<file path="src/design/sml_pkg.sv">
`default_nettype none
package sml_pkg;
    // --------------------------------------------------------------
    // Clock and strap settle timing
    // --------------------------------------------------------------
    localparam int CLK_PERIOD_NS   = 10;
    localparam int STRAP_SETTLE_NS = 1000;
    localparam int STRAP_SETTLE_CYC =
        (STRAP_SETTLE_NS + CLK_PERIOD_NS - 1) / CLK_PERIOD_NS;
    localparam int SETTLE_W = 8;

    // --------------------------------------------------------------
    // Register indices (byte address is four times the index)
    // --------------------------------------------------------------
    localparam logic [7:0] IDX_BRIDGE_CONTROL       = 8'h4F;
    localparam logic [7:0] IDX_BRIDGE_CONFIGURATION = 8'h54;
    localparam logic [7:0] IDX_LINK_PAIR_CONTROL    = 8'h5B;
    localparam logic [7:0] IDX_STRAP_STATUS         = 8'h60;
    localparam logic [7:0] IDX_FAR_ID_ADDR          = 8'h61;

    // --------------------------------------------------------------
    // Field positions
    // --------------------------------------------------------------
    localparam int BIT_DISPLAY_ID_OFF  = 0;
    localparam int BIT_AUX_AUDIO       = 1;
    localparam int BIT_FAR_ID_COPY     = 5;
    localparam int BIT_OUTSIDE_CONTROL = 7;
    localparam int BIT_CABLE_TYPE      = 7;
    localparam int BIT_STAT_DONE       = 7;

    // --------------------------------------------------------------
    // Reset values
    // --------------------------------------------------------------
    localparam logic [7:0] RST_BRIDGE_CONTROL       = 8'h00;
    localparam logic [7:0] RST_BRIDGE_CONFIGURATION = 8'h00;
    localparam logic [7:0] RST_LINK_PAIR_CONTROL    = 8'h00;
    localparam logic [7:0] RST_FAR_ID_ADDR          = 8'hA0;

    // --------------------------------------------------------------
    // AXI responses
    // --------------------------------------------------------------
    localparam logic [1:0] RESP_OKAY   = 2'h0;
    localparam logic [1:0] RESP_SLVERR = 2'h2;

    typedef enum logic [2:0] {
        SML_WAIT  = 3'h1,
        SML_LATCH = 3'h2,
        SML_RUN   = 3'h4
    } sml_state_e;
endpackage
`default_nettype wire

</file>
<file path="src/design/sml_strap_decode.sv">
`default_nettype none
module sml_strap_decode
    import sml_pkg::*;
(
    input  wire logic       aclk,
    input  wire logic       aresetn,
    input  wire logic [1:0] mode_sel0_level,
    input  wire logic [2:0] mode_sel1_level,
    output logic            stable,
    output logic [1:0]      sel0_code,
    output logic [2:0]      sel1_code
);
    logic [4:0] s1_reg;
    logic [4:0] s2_reg;
    logic [4:0] s3_reg;
    logic [4:0] held_reg;
    logic [4:0] held_next;
    logic       stab_reg;
    logic       stab_next;

    // --------------------------------------------------------------
    // Level codes settle when the last two stages agree
    // --------------------------------------------------------------
    always_comb begin
        held_next = held_reg;
        stab_next = 1'b0;
        if (s2_reg == s3_reg) begin
            held_next = s3_reg;
            stab_next = (held_reg == s3_reg);
        end
    end

    always_ff @(posedge aclk) begin
        if (!aresetn) begin
            s1_reg   <= 5'h00;
            s2_reg   <= 5'h00;
            s3_reg   <= 5'h00;
            held_reg <= 5'h00;
            stab_reg <= 1'b0;
        end else begin
            s1_reg   <= {mode_sel1_level, mode_sel0_level};
            s2_reg   <= s1_reg;
            s3_reg   <= s2_reg;
            held_reg <= held_next;
            stab_reg <= stab_next;
        end
    end

    // Level index in rising voltage order equals the bit pattern
    assign stable    = stab_reg;
    assign sel0_code = held_reg[1:0];
    assign sel1_code = held_reg[4:2];
endmodule // sml_strap_decode
`default_nettype wire

</file>
<file path="src/design/sml_top.sv">
// Chosen here: the AXI4-Lite register port.
`default_nettype none
module sml_top
    import sml_pkg::*;
#(
    parameter int SETTLE_CYC = STRAP_SETTLE_CYC
) (
    input  wire logic        aclk,
    input  wire logic        aresetn,
    input  wire logic [1:0]  mode_sel0_level,
    input  wire logic [2:0]  mode_sel1_level,
    input  wire logic [11:0] s_axi_awaddr,
    input  wire logic        s_axi_awvalid,
    output logic             s_axi_awready,
    input  wire logic [31:0] s_axi_wdata,
    input  wire logic [3:0]  s_axi_wstrb,
    input  wire logic        s_axi_wvalid,
    output logic             s_axi_wready,
    output logic [1:0]       s_axi_bresp,
    output logic             s_axi_bvalid,
    input  wire logic        s_axi_bready,
    input  wire logic [11:0] s_axi_araddr,
    input  wire logic        s_axi_arvalid,
    output logic             s_axi_arready,
    output logic [31:0]      s_axi_rdata,
    output logic [1:0]       s_axi_rresp,
    output logic             s_axi_rvalid,
    input  wire logic        s_axi_rready,
    output logic             display_id_local,
    output logic             aux_audio_enable,
    output logic             outside_control_enable,
    output logic             cable_type_select_link_enable,
    output logic             far_display_id_copy,
    output logic [7:0]       far_display_id_addr,
    output logic             strap_done
);
    import sml_pkg::*;

    // --------------------------------------------------------------
    // Helpers
    // --------------------------------------------------------------
    function automatic logic [7:0] idx_of(input logic [11:0] a);
        return a[9:2];
    endfunction

    function automatic logic mapped(input logic [11:0] a);
        logic [7:0] i;
        i = idx_of(a);
        return (a[11:10] == 2'h0) && (a[1:0] == 2'h0) &&
               (i == IDX_BRIDGE_CONTROL || i == IDX_BRIDGE_CONFIGURATION ||
                i == IDX_LINK_PAIR_CONTROL || i == IDX_STRAP_STATUS ||
                i == IDX_FAR_ID_ADDR);
    endfunction

    // --------------------------------------------------------------
    // Strap decode
    // --------------------------------------------------------------
    logic       strap_stable;
    logic [1:0] sel0_code;
    logic [2:0] sel1_code;

    sml_strap_decode u_dec (
        .aclk            (aclk),
        .aresetn         (aresetn),
        .mode_sel0_level (mode_sel0_level),
        .mode_sel1_level (mode_sel1_level),
        .stable          (strap_stable),
        .sel0_code       (sel0_code),
        .sel1_code       (sel1_code)
    );

    // --------------------------------------------------------------
    // Power-up latch sequencer
    // --------------------------------------------------------------
    sml_state_e          st_reg;
    sml_state_e          st_next;
    logic [SETTLE_W-1:0] cnt_reg;
    logic [SETTLE_W-1:0] cnt_next;
    logic                latch_now;

    always_comb begin
        st_next   = st_reg;
        cnt_next  = cnt_reg;
        latch_now = 1'b0;
        case (st_reg)
            SML_WAIT: begin
                if (!strap_stable) begin
                    cnt_next = '0;
                end else if (cnt_reg >= SETTLE_W'(SETTLE_CYC - 1)) begin
                    st_next = SML_LATCH;
                end else begin
                    cnt_next = cnt_reg + SETTLE_W'(1);
                end
            end
            SML_LATCH: begin
                latch_now = 1'b1;
                st_next   = SML_RUN;
            end
            SML_RUN: begin
                st_next = SML_RUN;
            end
            default: begin
                st_next = SML_WAIT;
            end
        endcase
    end

    always_ff @(posedge aclk) begin
        if (!aresetn) begin
            st_reg  <= SML_WAIT;
            cnt_reg <= '0;
        end else begin
            st_reg  <= st_next;
            cnt_reg <= cnt_next;
        end
    end

    // --------------------------------------------------------------
    // AXI4-Lite write path
    // --------------------------------------------------------------
    logic        aw_have_reg, aw_have_next;
    logic        w_have_reg, w_have_next;
    logic [11:0] awaddr_reg, awaddr_next;
    logic [7:0]  wbyte_reg, wbyte_next;
    logic        wen_reg, wen_next;
    logic        bvalid_reg, bvalid_next;
    logic [1:0]  bresp_reg, bresp_next;
    logic        awready_reg, awready_next, wready_reg, wready_next;
    logic        do_write;

    always_comb begin
        aw_have_next = aw_have_reg;
        w_have_next  = w_have_reg;
        awaddr_next  = awaddr_reg;
        wbyte_next   = wbyte_reg;
        wen_next     = wen_reg;
        bvalid_next  = bvalid_reg;
        bresp_next   = bresp_reg;
        do_write     = 1'b0;
        if (s_axi_awvalid && awready_reg) begin
            aw_have_next = 1'b1;
            awaddr_next  = s_axi_awaddr;
        end
        if (s_axi_wvalid && wready_reg) begin
            w_have_next = 1'b1;
            wbyte_next  = s_axi_wdata[7:0];
            wen_next    = s_axi_wstrb[0];
        end
        if (aw_have_reg && w_have_reg) begin
            do_write     = mapped(awaddr_reg) && wen_reg;
            aw_have_next = 1'b0;
            w_have_next  = 1'b0;
            bvalid_next  = 1'b1;
            bresp_next   = mapped(awaddr_reg) ? RESP_OKAY : RESP_SLVERR;
        end else if (bvalid_reg && s_axi_bready) begin
            bvalid_next = 1'b0;
        end
        awready_next = !aw_have_next && !bvalid_next;
        wready_next  = !w_have_next && !bvalid_next;
    end

    always_ff @(posedge aclk) begin
        if (!aresetn) begin
            aw_have_reg <= 1'b0;
            w_have_reg  <= 1'b0;
            awaddr_reg  <= 12'h000;
            wbyte_reg   <= 8'h00;
            wen_reg     <= 1'b0;
            bvalid_reg  <= 1'b0;
            bresp_reg   <= RESP_OKAY;
            awready_reg <= 1'b0;
            wready_reg  <= 1'b0;
        end else begin
            aw_have_reg <= aw_have_next;
            w_have_reg  <= w_have_next;
            awaddr_reg  <= awaddr_next;
            wbyte_reg   <= wbyte_next;
            wen_reg     <= wen_next;
            bvalid_reg  <= bvalid_next;
            bresp_reg   <= bresp_next;
            awready_reg <= awready_next;
            wready_reg  <= wready_next;
        end
    end

    // --------------------------------------------------------------
    // Configuration registers
    // --------------------------------------------------------------
    logic [7:0] ctl_reg, ctl_next;
    logic [7:0] cfg_reg, cfg_next;
    logic [7:0] lpc_reg, lpc_next;
    logic [7:0] far_reg, far_next;
    logic [2:0] sw_reg, sw_next;
    logic       done_reg, done_next;
    logic [7:0] widx;

    always_comb begin
        ctl_next  = ctl_reg;
        cfg_next  = cfg_reg;
        lpc_next  = lpc_reg;
        far_next  = far_reg;
        sw_next   = sw_reg;
        done_next = done_reg | latch_now;
        widx      = idx_of(awaddr_reg);
        if (latch_now) begin
            // Registers already written by software keep their value
            if (!sw_reg[0]) begin
                ctl_next[BIT_DISPLAY_ID_OFF] = sel0_code[1];
            end
            if (!sw_reg[1]) begin
                cfg_next[BIT_AUX_AUDIO]       = sel0_code[0];
                cfg_next[BIT_OUTSIDE_CONTROL] = sel1_code[2];
                cfg_next[BIT_FAR_ID_COPY]     = sel1_code[0];
            end
            if (!sw_reg[2]) begin
                lpc_next[BIT_CABLE_TYPE] = sel1_code[1];
            end
        end
        if (do_write) begin
            if (widx == IDX_BRIDGE_CONTROL) begin
                ctl_next   = wbyte_reg;
                sw_next[0] = 1'b1;
            end else if (widx == IDX_BRIDGE_CONFIGURATION) begin
                cfg_next   = wbyte_reg;
                sw_next[1] = 1'b1;
            end else if (widx == IDX_LINK_PAIR_CONTROL) begin
                lpc_next   = wbyte_reg;
                sw_next[2] = 1'b1;
            end else if (widx == IDX_FAR_ID_ADDR) begin
                far_next = wbyte_reg;
            end
        end
    end

    always_ff @(posedge aclk) begin
        if (!aresetn) begin
            ctl_reg  <= RST_BRIDGE_CONTROL;
            cfg_reg  <= RST_BRIDGE_CONFIGURATION;
            lpc_reg  <= RST_LINK_PAIR_CONTROL;
            far_reg  <= RST_FAR_ID_ADDR;
            sw_reg   <= 3'h0;
            done_reg <= 1'b0;
        end else begin
            ctl_reg  <= ctl_next;
            cfg_reg  <= cfg_next;
            lpc_reg  <= lpc_next;
            far_reg  <= far_next;
            sw_reg   <= sw_next;
            done_reg <= done_next;
        end
    end

    // --------------------------------------------------------------
    // AXI4-Lite read path
    // --------------------------------------------------------------
    logic        arready_reg, arready_next;
    logic        rvalid_reg, rvalid_next;
    logic [31:0] rdata_reg, rdata_next;
    logic [1:0]  rresp_reg, rresp_next;
    logic [7:0]  ridx;

    always_comb begin
        arready_next = !rvalid_reg && !arready_reg;
        rvalid_next  = rvalid_reg;
        rdata_next   = rdata_reg;
        rresp_next   = rresp_reg;
        ridx         = idx_of(s_axi_araddr);
        if (s_axi_arvalid && arready_reg) begin
            arready_next = 1'b0;
            rvalid_next  = 1'b1;
            rresp_next   = mapped(s_axi_araddr) ? RESP_OKAY : RESP_SLVERR;
            rdata_next   = 32'h0000_0000;
            if (!mapped(s_axi_araddr)) begin
                rdata_next = 32'h0000_0000;
            end else if (ridx == IDX_BRIDGE_CONTROL) begin
                rdata_next[7:0] = ctl_reg;
            end else if (ridx == IDX_BRIDGE_CONFIGURATION) begin
                rdata_next[7:0] = cfg_reg;
            end else if (ridx == IDX_LINK_PAIR_CONTROL) begin
                rdata_next[7:0] = lpc_reg;
            end else if (ridx == IDX_STRAP_STATUS) begin
                rdata_next[7:0] = {done_reg, 2'h0, sel1_code, sel0_code};
            end else if (ridx == IDX_FAR_ID_ADDR) begin
                rdata_next[7:0] = far_reg;
            end
        end else if (rvalid_reg && s_axi_rready) begin
            rvalid_next = 1'b0;
        end
    end

    always_ff @(posedge aclk) begin
        if (!aresetn) begin
            arready_reg <= 1'b0;
            rvalid_reg  <= 1'b0;
            rdata_reg   <= 32'h0000_0000;
            rresp_reg   <= RESP_OKAY;
        end else begin
            arready_reg <= arready_next;
            rvalid_reg  <= rvalid_next;
            rdata_reg   <= rdata_next;
            rresp_reg   <= rresp_next;
        end
    end

    // --------------------------------------------------------------
    // Outputs
    // --------------------------------------------------------------
    assign s_axi_awready = awready_reg;
    assign s_axi_wready  = wready_reg;
    assign s_axi_bvalid  = bvalid_reg;
    assign s_axi_bresp   = bresp_reg;
    assign s_axi_arready = arready_reg;
    assign s_axi_rvalid  = rvalid_reg;
    assign s_axi_rdata   = rdata_reg;
    assign s_axi_rresp   = rresp_reg;

    assign display_id_local       = ctl_reg[BIT_DISPLAY_ID_OFF];
    assign aux_audio_enable       = cfg_reg[BIT_AUX_AUDIO];
    assign outside_control_enable = cfg_reg[BIT_OUTSIDE_CONTROL];
    assign cable_type_select_link_enable       = lpc_reg[BIT_CABLE_TYPE];
    assign far_display_id_copy    = cfg_reg[BIT_FAR_ID_COPY];
    assign far_display_id_addr    = far_reg;
    assign strap_done             = done_reg;
endmodule // sml_top
`default_nettype wire

</file>
<file path="config.mk">
export PLATFORM = sky130hd
export DESIGN_NAME = sml_top
export DESIGN_NICKNAME = d
export VERILOG_FILES = /design/src/design/sml_pkg.sv /design/src/design/sml_strap_decode.sv /design/src/design/sml_top.sv
export SDC_FILE = /design/constraint.sdc
export NUM_CORES = 1
export LEC_CHECK = 0
export ABC_AREA = 1
export BUFFER_PORTS_ARGS = -buffer_cell sky130_fd_sc_hd__buf_2
export CAP_MARGIN = 20
export CORE_ASPECT_RATIO = 2
export CORE_MARGIN = 1.5
export CORE_UTILIZATION = 40
export DETAILED_ROUTE_END_ITERATION = 16
export PLACE_DENSITY = 0.69
export SLEW_MARGIN = 10
export SYNTH_ARGS = -nofsm -noshare
export SYNTH_HDL_FRONTEND = slang
export SYNTH_SLANG_ARGS = --single-unit
</file>
<file path="constraint.sdc">
create_clock -name aclk -period 1.5 [get_ports aclk]
set_input_delay 0.15 -clock aclk [delete_from_list [all_inputs] [get_ports aclk]]
set_output_delay 0.15 -clock aclk [all_outputs]
set_load 0.02 [all_outputs]
</file>
==> summary.md <==
| Metric | Value |
|---|---|
| Setup crit end kind | flip-flop |
| Ant diodes | 0 |
| Slack of the critical path | 0.02837 ns |
| Worst Path Buf+Inv | 2 |
| Sequential share of the synthesized area | 42.79% |
| Crit Reg-Reg Startpoint | awaddr_reg[5]$_SDFFE_PN0P_ |
| Final Hold Vio Count | 0 |
| Initial antenna violation count | 0 |
| Largest delay contributor family on the critical path | simple AND/OR/NAND/NOR gates |
| Horiz. Die Dim | 81.74 um |
| Finished Layout Cells | 962 |
| Pwr dens | 996.3 nW/um^2 |
| CORE AREA | 12120 um^2 |
| WP data required | 1.75 ns |
| HP Start | s_axi_awaddr[3] |
| Clock Sinks | 106 |
| Drt initial violations | 220 |
| Row cnt | 57 |
| Number of global-route vias before repair | 4058 |
| Largest net degree at the start of global routing | 78 |
| Max-Cap Viols | 0 |
| Insertion delay of the later-clocked pin in the worst-skew pair | 0.35 ns |
| RSZ-0062 raised after global routing | true |
| WL per Instance | 11.66 um |
| CTS buffer count | 9 |
| Layout Utilization | 49.83% |
| Fin crit share | 98.11% |
| CP Launch Type | flip-flop |
| Final Max Slew Viols | 0 |
| H-tree Lvls | 3 |
| Nets@finish | 883 |
| CTS Root Cell | clkbuf_16 |
| Worst Hold End | awaddr_reg[3]$_SDFFE_PN0P_ |
| Slowest stage cell, crit path | dfxtp_2 |
| Fmax | 679.5 MHz |
| Setup Skew | 0.008060 ns |
| Place WS | -0.06995 ns |
| Routed wire length | 11210 um |
| # DRC | 0 |
| Number of cells after detailed placement | 935 |
| Clk buf depth | 2 |
| Via density | 4.640 |
| Share of cells above drive strength 1 | 22.33% |
| Area delta synth->final | 21.82% |
| Yosys cell types | 32 |
| FF-to-FF End | lpc_reg[1]$_SDFFE_PN0P_ |
| Netlist Area Pre-Place | 4960 um^2 |
| Finished layout cell area | 6042 um^2 |
| Worst Hold Class | input pin to flip-flop |
| Commonest non-fill, non-tap cell in the layout | nand2_1 |
| Leading cell types in the layout, fill and taps excluded | 147 x nand2_1, 128 x nor2_1, 98 x dfxtp_1, 85 x inv_1, 73 x buf_2 |
| Status | completed |
| Remaining Overflow, GRT | 0 |
| DIE AREA | 13120 um^2 |
| VDD IR max | 690.7 uV |
| R2R cell count | 9 |
| Via Count | 4464 |
| Largest register FFs | 12 |
| Slowest cell delay on critical path | 0.35 ns |
| Crit Path Max Fanout | 5 |
| Initial Util | 40.91% |
| Pwr Total | 6.019 mW |
| IO buf count | 73 |
| Die height | 160.5 um |
| Crit-path cells | nor2_4 -> inv_1 -> nor2_2 -> nand2_2 -> nand4_4 -> nand4_4 -> buf_6 -> nor2_1 -> nor2_1 |
| Warnings, synthesis | 0 |
| Cells after Synth | 717 |
| Placed cell areas | 5497 um^2 |
| CTS tree | yes |
| Final setup violation count | 0 |
| Final antenna-violating net count | 0 |
| Internal reg-to-reg setup slack | 0.03 ns |
| CTS clk-pin slew, worst paths | 0.07 ns |
| Num ports | 127 |
| P_leak | 3.088 nW |
| Routability Congestion | 0.9213 |
| First-pass GRT wire length | 18200 um |
| Final min period | 1.472 ns |
| Gr usage total | 17.93% |
| WP data arrival | 1.72 ns |
| Pre-antenna DRT Iters | 4 |
| Hold Path Cell Cnt | 3 |
| Setup CP Type | flip-flop to flip-flop |
| Post-Syn Area per Cell | 6.917 um^2 |
| HPWL Detailed | 8124 um |
| Synthesized flop and latch total | 106 |
==> through the flow <==
| step | hold WS, ns | TNS [ns] |
|---|---|---|
| 2_1_floorplan | 0.2476 | 0 |
| 3_3_place_gp | 0.3326 | 0 |
| 3_5_place_dp | 0.3349 | -0.1968 |
| 4_1_cts | 0.03834 | 0 |
| 5_1_grt | 0.06438 | -1.674 |
| 6_report | 0.04375 | 0 |
==> layer usage <==
layer  vias up  share of wire, %  track usage (%)
li1       2346                 -                -
met1      1948                39            18.45
met2       129                52            31.45
met3        41               4.5            3.580
met4         0               5.1            11.63
met5         -                 0                0
==> worst max path at each step <==
stage / endpoint / depth (start not counted) / slack (ns) / start
6_report: lpc_reg[1]$_SDFFE_PN0P_ / 9 / 0.03 / awaddr_reg[5]$_SDFFE_PN0P_
3_3_place_gp: lpc_reg[2]$_SDFFE_PN0P_ / 6 / 0.005 / awaddr_reg[4]$_SDFFE_PN0P_
2_1_floorplan: cnt_reg[0]$_SDFFE_PN0P_ / 9 / 0.01 / cnt_reg[0]$_SDFFE_PN0P_
5_1_grt: cfg_reg[7]$_SDFF_PN0_ / 10 / -0.10 / st_reg[1]$_SDFFE_PN0P_
3_5_place_dp: lpc_reg[0]$_SDFFE_PN0P_ / 7 / -0.07 / awaddr_reg[4]$_SDFFE_PN0P_
4_1_cts: lpc_reg[7]$_SDFF_PN0_ / 10 / 0.02 / awaddr_reg[9]$_SDFFE_PN0P_
==> kinds of logic (layout without fill, tap and decap cells) <==
logic type / after synthesis / count (layout) / share of synthesized area (%)
other: 1 / 26 / 0.07561
buffers and inverters: 142 / 215 / 13.45
AOI/OAI and AO/OA: 81 / 81 / 8.350
xor gates and xnor gates: 12 / 12 / 2.119
adders and majority gates: 1 / 1 / 0.2522
and+or+nand+nor: 374 / 374 / 32.97
DFF: 106 / 106 / 42.79
==> cell usage after synthesis (all sizes together) <==
library cell / count / area (um^2)
a31oi: 1 / 6.260
or2: 1 / 6.260
o21ai: 40 / 200.2
clkbuf: 14 / 53.80
xnor2: 5 / 43.79
a211oi: 1 / 7.510
nor3: 11 / 60.06
nor2: 145 / 595.6
buf: 34 / 260.3
nand3: 43 / 215.2
clkinv: 3 / 11.26
xor2: 7 / 61.31
ha: 1 / 12.51
nand2: 165 / 626.9
nand4: 9 / 131.4
o31ai: 1 / 7.510
conb: 1 / 3.750
inv: 91 / 341.6
o211ai: 1 / 7.510
dfxtp: 106 / 2122
a21oi: 37 / 185.2
==> area by class of cell <==
type                    count  area, um^2
repair buffers            105       683.2
inverters                  94       352.8
flip-flops and latches    106        2135
fillers                  1243        6082
well taps                 147       183.9
clock inverters             7       70.07
clock buffers               9       225.2
multi-input cells         494        2392
==> worst min-delay path: cells and delay by family <==
| family | cells | cell delay (ns) |
|---|---|---|
| buffers and inverters | 1 | 0.07 |
| AO/OA/AOI/OAI | 1 | 0.07 |
| AND/OR/NAND/NOR | 1 | 0.07 |
==> power by group <==
| group | leakage (nW) | switching, mW | total [mW] | internal (mW) |
|---|---|---|---|---|
| Sequential | 0.866 | 0.107 | 3.04 | 2.93 |
| Combinational | 2.08 | 0.434 | 0.676 | 0.242 |
| Clock | 0.142 | 1.13 | 2.31 | 1.17 |
==> repair_timing <==
item                       4_1_cts  5_1_grt
setup endpoints to repair       10       48
buffers inserted                 3        3
hold buffers                     5        0
hold endpoints to repair         5        0
pin swaps                        1       13
gates resized for setup          1       50
Power figures use the tool's default switching activity.
